### src/lcd_cmd_pkg.sv
package lcd_cmd_pkg;

    ////////////////////////////////////////////////////////////////////////////
    // Command codes
    localparam logic [7:0] CMD_SCREEN_OFF     = 8'h58;
    localparam logic [7:0] CMD_SCREEN_ON      = 8'h59;
    localparam logic [7:0] CMD_LAYER_COMBINE  = 8'h5b;
    localparam logic [7:0] CMD_CURSOR_LOAD    = 8'h46;
    localparam logic [7:0] CMD_CURSOR_SHAPE   = 8'h5d;
    localparam logic [7:0] CMD_MEMORY_STORE   = 8'h42;
    localparam logic [7:0] CMD_STEP_BASE      = 8'h4c;
    localparam logic [7:0] CMD_STEP_MASK      = 8'hfc;

    ////////////////////////////////////////////////////////////////////////////
    // Register offsets
    localparam logic [7:0] REG_DISPLAY_ENABLE        = 8'h09;
    localparam logic [7:0] REG_BLOCK_ATTRIBUTE_FLASH = 8'h0a;
    localparam logic [7:0] REG_CURSOR_WIDTH_CFG      = 8'h15;
    localparam logic [7:0] REG_CURSOR_HEIGHT_STYLE   = 8'h16;
    localparam logic [7:0] REG_CURSOR_STEP_SETTING   = 8'h17;
    localparam logic [7:0] REG_LAYER_COMBINE_CFG     = 8'h18;
    localparam logic [7:0] REG_CURSOR_ADDR_LOW       = 8'h1c;
    localparam logic [7:0] REG_CURSOR_ADDR_HIGH      = 8'h1d;

    ////////////////////////////////////////////////////////////////////////////
    // Field positions
    localparam int SCREEN_ON_BIT          = 0;
    localparam int FLASH_RATE_LSB         = 0;
    localparam int FIRST_ATTR_LSB         = 2;
    localparam int SECOND_FOURTH_ATTR_LSB = 4;
    localparam int THIRD_ATTR_LSB         = 6;
    localparam int COMBINE_METHOD_LSB     = 0;
    localparam int FIRST_TEXT_BIT         = 2;
    localparam int THIRD_TEXT_BIT         = 3;
    localparam int CURSOR_SIZE_MSB        = 3;
    localparam int CURSOR_STYLE_BIT       = 7;

    // Step direction codes, taken from the low two bits of the command
    localparam logic [1:0] STEP_RIGHT = 2'h0;
    localparam logic [1:0] STEP_LEFT  = 2'h1;
    localparam logic [1:0] STEP_UP    = 2'h2;
    localparam logic [1:0] STEP_DOWN  = 2'h3;

    ////////////////////////////////////////////////////////////////////////////
    // Reset values
    localparam logic [7:0]  RST_REG_BYTE    = 8'h00;
    localparam logic [15:0] RST_CURSOR_ADDR = 16'h0000;

    ////////////////////////////////////////////////////////////////////////////
    // Types
    typedef struct packed {
        logic       is_cmd;
        logic [7:0] data;
    } host_req_s;

    typedef struct packed {
        logic [15:0] addr;
        logic [7:0]  data;
    } mem_word_s;

    typedef enum logic [2:0] {
        ST_IDLE,
        ST_SCREEN_ENABLE,
        ST_LAYER_COMBINE,
        ST_CURSOR_LOAD,
        ST_CURSOR_SHAPE,
        ST_MEMORY_STORE
    } cmd_state_e;

endpackage

### src/lcd_host_command_interpreter.sv
`timescale 1ns/1ns
module lcd_host_command_interpreter (
    // Clock and reset
    input  wire logic                   i_core_clk,
    input  wire logic                   i_rst,
    // Host write port
    input  wire logic                   i_host_wr,
    input  wire lcd_cmd_pkg::host_req_s i_host_req,
    input  wire logic [15:0]            i_line_pitch,
    output logic                        o_host_busy,
    output logic                        o_store_refused,
    // Register contents
    output logic [7:0]                  o_display_enable,
    output logic [7:0]                  o_block_attribute_flash,
    output logic [7:0]                  o_cursor_width_cfg,
    output logic [7:0]                  o_cursor_height_style,
    output logic [7:0]                  o_cursor_step_setting,
    output logic [7:0]                  o_layer_combine_cfg,
    output logic [7:0]                  o_cursor_addr_low,
    output logic [7:0]                  o_cursor_addr_high,
    // Decoded fields
    output logic                        o_screen_on,
    output logic [1:0]                  o_cursor_flash_rate,
    output logic [1:0]                  o_first_block_attr,
    output logic [1:0]                  o_second_fourth_block_attr,
    output logic [1:0]                  o_third_block_attr,
    output logic [1:0]                  o_layer_combine_method,
    output logic                        o_first_block_text_select,
    output logic                        o_third_block_text_select,
    output logic [3:0]                  o_cursor_width,
    output logic [3:0]                  o_cursor_height,
    output logic                        o_cursor_style_select,
    // Display memory write stream
    output logic                        o_mem_valid,
    output lcd_cmd_pkg::mem_word_s      o_mem_word,
    input  wire logic                   i_mem_ready
);
    import lcd_cmd_pkg::*;

    ////////////////////////////////////////////////////////////////////////////
    // Cursor stepping

    function automatic logic [15:0] step_addr(input logic [15:0] addr,
                                              input logic [1:0]  dir,
                                              input logic [15:0] pitch);
        logic [15:0] res;
        res = addr;
        unique case (dir)
            STEP_RIGHT: res = addr + 16'h0001;
            STEP_LEFT:  res = addr - 16'h0001;
            STEP_UP:    res = addr - pitch;
            STEP_DOWN:  res = addr + pitch;
        endcase
        return res;
    endfunction

    ////////////////////////////////////////////////////////////////////////////
    // State

    cmd_state_e  state;
    cmd_state_e  next_state;
    logic [1:0]  param_idx;
    logic [7:0]  display_enable;
    logic [7:0]  block_attribute_flash;
    logic [7:0]  cursor_width_cfg;
    logic [7:0]  cursor_height_style;
    logic [7:0]  cursor_step_setting;
    logic [7:0]  layer_combine_cfg;
    logic [15:0] cursor_addr;
    logic        store_refused;
    logic        buf_full;
    logic [7:0]  last_data;
    logic        last_wr;

    ////////////////////////////////////////////////////////////////////////////
    // Host write decoding

    wire [7:0] host_data   = i_host_req.data;
    wire       take_cmd    = i_host_wr & i_host_req.is_cmd;
    wire       take_param  = i_host_wr & ~i_host_req.is_cmd;
    wire       is_off      = host_data == CMD_SCREEN_OFF;
    wire       is_on       = host_data == CMD_SCREEN_ON;
    wire       is_step     = (host_data & CMD_STEP_MASK) == CMD_STEP_BASE;
    wire       first_param = param_idx == 2'h0;
    wire       second_param = param_idx == 2'h1;

    wire wr_screen_param = take_param & (state == ST_SCREEN_ENABLE) & first_param;
    wire wr_layer_param  = take_param & (state == ST_LAYER_COMBINE) & first_param;
    wire wr_cursor_low   = take_param & (state == ST_CURSOR_LOAD) & first_param;
    wire wr_cursor_high  = take_param & (state == ST_CURSOR_LOAD) & second_param;
    wire wr_width        = take_param & (state == ST_CURSOR_SHAPE) & first_param;
    wire wr_height       = take_param & (state == ST_CURSOR_SHAPE) & second_param;
    wire store_attempt   = take_param & (state == ST_MEMORY_STORE);
    // A full buffer refuses the byte; cursor stays put so host can resend
    wire store_byte      = store_attempt & ~buf_full;
    wire store_reject    = store_attempt & buf_full;

    ////////////////////////////////////////////////////////////////////////////
    // Command state

    always_comb begin
        next_state = state;
        if (take_cmd) begin
            unique case (host_data)
                CMD_SCREEN_OFF,
                CMD_SCREEN_ON:     next_state = ST_SCREEN_ENABLE;
                CMD_LAYER_COMBINE: next_state = ST_LAYER_COMBINE;
                CMD_CURSOR_LOAD:   next_state = ST_CURSOR_LOAD;
                CMD_CURSOR_SHAPE:  next_state = ST_CURSOR_SHAPE;
                CMD_MEMORY_STORE:  next_state = ST_MEMORY_STORE;
                // Step and unknown codes take no parameters
                default:           next_state = ST_IDLE;
            endcase
        end
    end

    // Saturates so stray extra parameters never wrap onto a used slot
    wire [1:0] next_param_idx = take_cmd ? 2'h0 :
                                (take_param && param_idx != 2'h3) ? param_idx + 2'h1 :
                                param_idx;

    always_ff @(posedge i_core_clk) begin
        if (i_rst) begin
            state     <= ST_IDLE;
            param_idx <= 2'h0;
        end else begin
            state     <= next_state;
            param_idx <= next_param_idx;
        end
    end

    ////////////////////////////////////////////////////////////////////////////
    // Register updates

    wire [7:0] next_display_enable =
        (take_cmd && is_off) ? RST_REG_BYTE :
        (take_cmd && is_on)  ? 8'h01 << SCREEN_ON_BIT :
        display_enable;

    // Flash and block attribute fields share the one parameter byte
    wire [7:0] next_block_attribute_flash =
        wr_screen_param ? host_data : block_attribute_flash;

    wire [7:0] next_layer_combine_cfg =
        wr_layer_param ? host_data : layer_combine_cfg;

    wire [7:0] next_cursor_width_cfg =
        wr_width ? {4'h0, host_data[CURSOR_SIZE_MSB:0]} : cursor_width_cfg;

    wire [7:0] next_cursor_height_style =
        wr_height ? {host_data[CURSOR_STYLE_BIT], 3'h0,
                     host_data[CURSOR_SIZE_MSB:0]} : cursor_height_style;

    wire [7:0] next_cursor_step_setting =
        (take_cmd && is_step) ? {6'h00, host_data[1:0]} : cursor_step_setting;

    wire [15:0] stepped_addr = step_addr(cursor_addr, cursor_step_setting[1:0],
                                         i_line_pitch);

    wire [15:0] next_cursor_addr =
        wr_cursor_low  ? {cursor_addr[15:8], host_data} :
        wr_cursor_high ? {host_data, cursor_addr[7:0]} :
        store_byte     ? stepped_addr :
        cursor_addr;

    // Sticky until the next command; a refusal in that cycle cannot occur
    wire next_store_refused = store_reject ? 1'b1 :
                              take_cmd     ? 1'b0 :
                              store_refused;

    always_ff @(posedge i_core_clk) begin
        if (i_rst) begin
            display_enable        <= RST_REG_BYTE;
            block_attribute_flash <= RST_REG_BYTE;
            layer_combine_cfg     <= RST_REG_BYTE;
            cursor_width_cfg      <= RST_REG_BYTE;
            cursor_height_style   <= RST_REG_BYTE;
            cursor_step_setting   <= RST_REG_BYTE;
        end else begin
            display_enable        <= next_display_enable;
            block_attribute_flash <= next_block_attribute_flash;
            layer_combine_cfg     <= next_layer_combine_cfg;
            cursor_width_cfg      <= next_cursor_width_cfg;
            cursor_height_style   <= next_cursor_height_style;
            cursor_step_setting   <= next_cursor_step_setting;
        end
    end

    always_ff @(posedge i_core_clk) begin
        if (i_rst) begin
            cursor_addr   <= RST_CURSOR_ADDR;
            store_refused <= 1'b0;
        end else begin
            cursor_addr   <= next_cursor_addr;
            store_refused <= next_store_refused;
        end
    end

    ////////////////////////////////////////////////////////////////////////////
    // Display memory path

    wire mem_word_s store_word = '{addr: cursor_addr, data: host_data};

    word_skid_buffer u_store_buffer (
        .i_core_clk  (i_core_clk),
        .i_rst       (i_rst),
        .i_in_valid  (store_byte),
        .i_in_word   (store_word),
        .o_in_full   (buf_full),
        .o_out_valid (o_mem_valid),
        .o_out_word  (o_mem_word),
        .i_out_ready (i_mem_ready)
    );

    ////////////////////////////////////////////////////////////////////////////
    // Outputs

    assign o_host_busy                = buf_full;
    assign o_store_refused            = store_refused;
    assign o_display_enable           = display_enable;
    assign o_block_attribute_flash    = block_attribute_flash;
    assign o_cursor_width_cfg         = cursor_width_cfg;
    assign o_cursor_height_style      = cursor_height_style;
    assign o_cursor_step_setting      = cursor_step_setting;
    assign o_layer_combine_cfg        = layer_combine_cfg;
    assign o_cursor_addr_low          = cursor_addr[7:0];
    assign o_cursor_addr_high         = cursor_addr[15:8];
    assign o_screen_on                = display_enable[SCREEN_ON_BIT];
    assign o_cursor_flash_rate        = block_attribute_flash[FLASH_RATE_LSB +: 2];
    assign o_first_block_attr         = block_attribute_flash[FIRST_ATTR_LSB +: 2];
    assign o_second_fourth_block_attr = block_attribute_flash[SECOND_FOURTH_ATTR_LSB +: 2];
    assign o_third_block_attr         = block_attribute_flash[THIRD_ATTR_LSB +: 2];
    assign o_layer_combine_method     = layer_combine_cfg[COMBINE_METHOD_LSB +: 2];
    assign o_first_block_text_select  = layer_combine_cfg[FIRST_TEXT_BIT];
    assign o_third_block_text_select  = layer_combine_cfg[THIRD_TEXT_BIT];
    assign o_cursor_width             = cursor_width_cfg[CURSOR_SIZE_MSB:0];
    assign o_cursor_height            = cursor_height_style[CURSOR_SIZE_MSB:0];
    assign o_cursor_style_select      = cursor_height_style[CURSOR_STYLE_BIT];

    ////////////////////////////////////////////////////////////////////////////
    // Checks

    // Helper copy of the last host byte for comparisons one cycle later
    always_ff @(posedge i_core_clk) begin
        if (i_rst) begin
            last_data <= RST_REG_BYTE;
            last_wr   <= 1'b0;
        end else begin
            last_data <= host_data;
            last_wr   <= i_host_wr;
        end
    end
endmodule

### src/word_skid_buffer.sv
`timescale 1ns/1ns
module word_skid_buffer (
    // Clock and reset
    input  wire logic                  i_core_clk,
    input  wire logic                  i_rst,
    // Filling side
    input  wire logic                  i_in_valid,
    input  wire lcd_cmd_pkg::mem_word_s i_in_word,
    output logic                       o_in_full,
    // Draining side
    output logic                       o_out_valid,
    output lcd_cmd_pkg::mem_word_s     o_out_word,
    input  wire logic                  i_out_ready
);
    import lcd_cmd_pkg::*;

    logic      head_valid;
    logic      tail_valid;
    mem_word_s head;
    mem_word_s tail;

    wire pop  = head_valid & i_out_ready;
    // Tail slot free means one more word fits
    wire push = i_in_valid & ~tail_valid;

    always_ff @(posedge i_core_clk) begin
        if (i_rst) begin
            head_valid <= 1'b0;
            tail_valid <= 1'b0;
            head       <= '0;
            tail       <= '0;
        end else if (pop) begin
            if (tail_valid) begin
                head       <= tail;
                tail_valid <= 1'b0;
            end else if (push) begin
                head       <= i_in_word;
            end else begin
                head_valid <= 1'b0;
            end
        end else if (push) begin
            if (!head_valid) begin
                head       <= i_in_word;
                head_valid <= 1'b1;
            end else begin
                tail       <= i_in_word;
                tail_valid <= 1'b1;
            end
        end
    end

    assign o_in_full   = tail_valid;
    assign o_out_valid = head_valid;
    assign o_out_word  = head;

endmodule
### config.mk
export PLATFORM = sky130hd
export DESIGN_NAME = lcd_host_command_interpreter
export DESIGN_NICKNAME = d
export VERILOG_FILES = /design/src/lcd_cmd_pkg.sv /design/src/lcd_host_command_interpreter.sv /design/src/word_skid_buffer.sv
export SDC_FILE = /design/constraint.sdc
export NUM_CORES = 1
export LEC_CHECK = 0
export BUFFER_PORTS_ARGS = -buffer_cell sky130_fd_sc_hd__buf_2
export CORE_UTILIZATION = 40
export DETAILED_ROUTE_END_ITERATION = 10
export PLACE_DENSITY_LB_ADDON = 0.15
export SLEW_MARGIN = 15
export SYNTH_ARGS = -nofsm -noshare
export SYNTH_HDL_FRONTEND = slang
export SYNTH_HIERARCHICAL = 1
export SYNTH_SLANG_ARGS = --single-unit
### constraint.sdc
create_clock -name i_core_clk -period 3.64 [get_ports i_core_clk]
set_clock_uncertainty 0.2 [all_clocks]
set_input_delay 0.546 -clock i_core_clk [delete_from_list [all_inputs] [get_ports i_core_clk]]
set_output_delay 0.546 -clock i_core_clk [all_outputs]
set_load 0.005 [all_outputs]
==> results.json <==
{
  "status": "finished clean",
  "fin_nets": 885,
  "final_layout_size_suffix_gt1_share_pct": 27.26,
  "stdcell_count": 1028,
  "placed_area_um2": 6744,
  "io_pins": 142,
  "final_area_um2": 7084,
  "yosysSeqAreaShare_pct": 32.13,
  "detail-route-antenna-nets": 0,
  "criticalPathCategory": "in2reg",
  "grt_pass1_vias": 5389,
  "cpMostUsedCell": "ha_1",
  "fin_ws_ns": 0.2597,
  "dp_hpwl_um": 12210,
  "fp.dieW_um": 126.8,
  "clkLatencyLatePin_ns": 0.36,
  "min_path_type": "reg2reg",
  "regArea_um2": 2003,
  "fin_util_pct": 46.60,
  "dieArea_um2": 16080,
  "cp_top_family": "compound AO/OA/AOI/OAI gates",
  "power_density_nw_per_um2": 324.8,
  "layout_common_cells": "buf_2, dfxtp_1, a21oi_1, nand2_1, nor2_1",
  "ir_drop_mv": 0.2649,
  "slowest_delay_ns": 0.35,
  "syn-cell-area_um2": 6231,
  "via_count": 5997,
  "start_util_pct": 40.99,
  "cp-end-kind": "flop",
  "drv_slew": 0,
  "critPathLaunchType": "input port",
  "final-setup-viol-count": 0,
  "crit_slowest_cell": "ha_1",
  "grt_pass1_wl_um": 28250,
  "critPathBufInv": 2,
  "place_worst_setup_slack_ns": -0.05410,
  "p_leak_nw": 2.863,
  "path_max_fanout": 5,
  "drt_pre_antenna_iters": 5,
  "grt_max_degree": 57,
  "clockBufferDepth": 2,
  "drt_first_iter_violations": 379,
  "final_common_cell": "buf_2",
  "p_sw_share_pct": 23.68,
  "synth_flop_cell": "dfxtp_1",
  "synth_warnings": 6,
  "p_seq_share_pct": 47.6,
  "die_y_um": 126.8,
  "relSlewSlack_pct": 32.46,
  "grt_usage_pct": 22.29,
  "cts.htree.levels": 3,
  "async_flop_share_pct": 0,
  "synth_seq_cells": 100,
  "multi_input_area_um2": 3530,
  "antenna_found_initial": 0,
  "area_growth_syn_to_layout_pct": 13.69,
  "final_hold_viol_count": 0,
  "cp_data_required_time_ns": 3.71,
  "post_cts_buffers": 0,
  "power_switching_uw": 545.0,
  "max_cap_violations": 0,
  "dp_cells": 1012,
  "cts_buffers": 9,
  "wl_per_cell_um": 17.68,
  "ys_types": 78,
  "fin_hold_ws_ns": 0.2648,
  "clk_pin_slew_worst_paths_ns": 0.07,
  "pwr-share-clk_pct": 47.2,
  "power.internal_mw": 1.756,
  "wl_um": 18170,
  "comb_power_share_pct": 5.2,
  "grt-ovfl-total": 0,
  "clock.fmax_ghz": 0.2958,
  "fillerInstances": 1536,
  "period_needed_ns": 3.380,
  "cp_cell_sequence": "buf_2, inv_1, ha_1, nor3b_2, nand2_1, nor3_1, nor3b_1, mux2i_1, o21ai_1, ha_1, a21oi_1, o22ai_1, a31oi_1, o41ai_2, o32a_1, o311ai_1",
  "period_share_pct": 92.87,
  "gp_congestion": 0.8803,
  "synth.avg_cell_area_um2": 8.253,
  "syn_inst": 755,
  "tritoncts": "built",
  "crit_arrival_ns": 3.45,
  "route.detailed.drc": 0,
  "io_buffers": 121,
  "antenna_cells": 0,
  "clock-sinks": 100,
  "worst_pin_slew_ns": 1.005,
  "via_per_inst": 5.834,
  "rows": 45,
  "synth_edf_count": 0,
  "core_um2": 15200,
  "clockRootBuffer": "clkbuf_16"
}
-- area by class of cell --
class | instances | area share [%]
clock buffers | 10 | 3.373
clock inverters | 6 | 1.325
inverters | 38 | 2.084
multi-input cells | 536 | 49.82
flip-flops and latches | 100 | 28.28
well taps | 188 | 3.320
repair buffers | 150 | 11.80
-- final timing paths --
| path | slack [ns] | end | start | cells after the start |
|---|---|---|---|---|
| min reg2reg | 0.26 | u_store_buffer/tail[0] | u_store_buffer/tail[0] | 2 |
| max | 0.26 | cursor_addr[15] | i_line_pitch[0] | 16 |
| max reg2reg | 0.55 | cursor_addr[12] | o_cursor_step_setting[1] | 11 |
| min | 0.26 | u_store_buffer/tail[0] | u_store_buffer/tail[0] | 2 |
-- state kept, by name, indices dropped and copies added (netlist names), 2 cells and up --
signal	cells
state	3
o_cursor_height_style	5
o_block_attribute_flash	8
cursor_addr	16
u_store_buffer/tail	24
o_cursor_width_cfg	4
o_layer_combine_cfg	8
o_cursor_step_setting	2
param_idx	2
u_store_buffer/o_out_word	24
-- per-stage QoR --
| step | power (mW) | TNS [ns] |
|---|---|---|
| floorplan | 1.199 | 0 |
| global placement | 1.237 | -0.03040 |
| detailed placement | 1.240 | -0.05410 |
| CTS | 2.325 | 0 |
| global route | 2.378 | -0.002981 |
| finish | 2.301 | 0 |
-- Yosys cell counts, drive strengths merged, types with 3 or more instances --
master,count,share of area (%)
a21oi,103,9.5
dfxtp,100,32
nand2,85,5.9
buf,77,8.8
nor2,52,3.2
inv,36,2.2
o21ai,28,2.2
nand4,27,2.7
o221a,25,4.5
o2111ai,24,3.4
clkbuf,23,1.4
mux2i,23,3.7
ha,20,4.0
nor3,16,1.3
nand3,12,0.96
a22oi,11,1.3
xnor2,8,1.1
nand2b,6,0.64
nor4,5,0.94
or3,5,0.62
a211oi,4,0.48
a21o,4,0.48
xor2,4,0.56
a31oi,3,0.30
a32oi,3,0.42
o221ai,3,0.42
o22ai,3,0.30
-- per-layer routing --
metal	vias to the layer above	track usage (%)	wire length [um]
met5	-	0	0
li1	2855	-	-
met4	0	6.373	297
met2	232	36.39	8429
met3	23	3.922	1086
met1	2887	30.07	8359
-- worst min-delay path, cell delays in order, from the launching register on --
cell and delay, ns:
dfxtp_1 0.31, nand2_1 0.05, a21oi_1 0.05
-- power by group through the flow --
stage	Clock (mW)	Sequential [mW]	Combinational, mW
after detailed placement	0	1.12	0.119
after floorplan	0	1.12	0.0787
after CTS	1.11	1.10	0.120
after global placement	0	1.12	0.116
final	1.09	1.10	0.120
after global routing	1.15	1.10	0.132
-- cell families after synthesis --
kind of cell	share of synthesized area, %
AO/OA/AOI/OAI	26.15
XOR/XNOR	1.687
adder cells (fa/ha/maj)	4.337
buffers and inverters	12.59
flip-flops	32.13
multiplexers	3.695
other	0.06018
AND/OR/NAND/NOR	19.36
-- timing repair --
| item | 4_1_cts | 5_1_grt |
|---|---|---|
| hold buffers | 0 | 0 |
| gates resized for setup | 0 | 1 |
| setup endpoints to repair | 0 | 1 |
(Power assumes the default switching activity.)
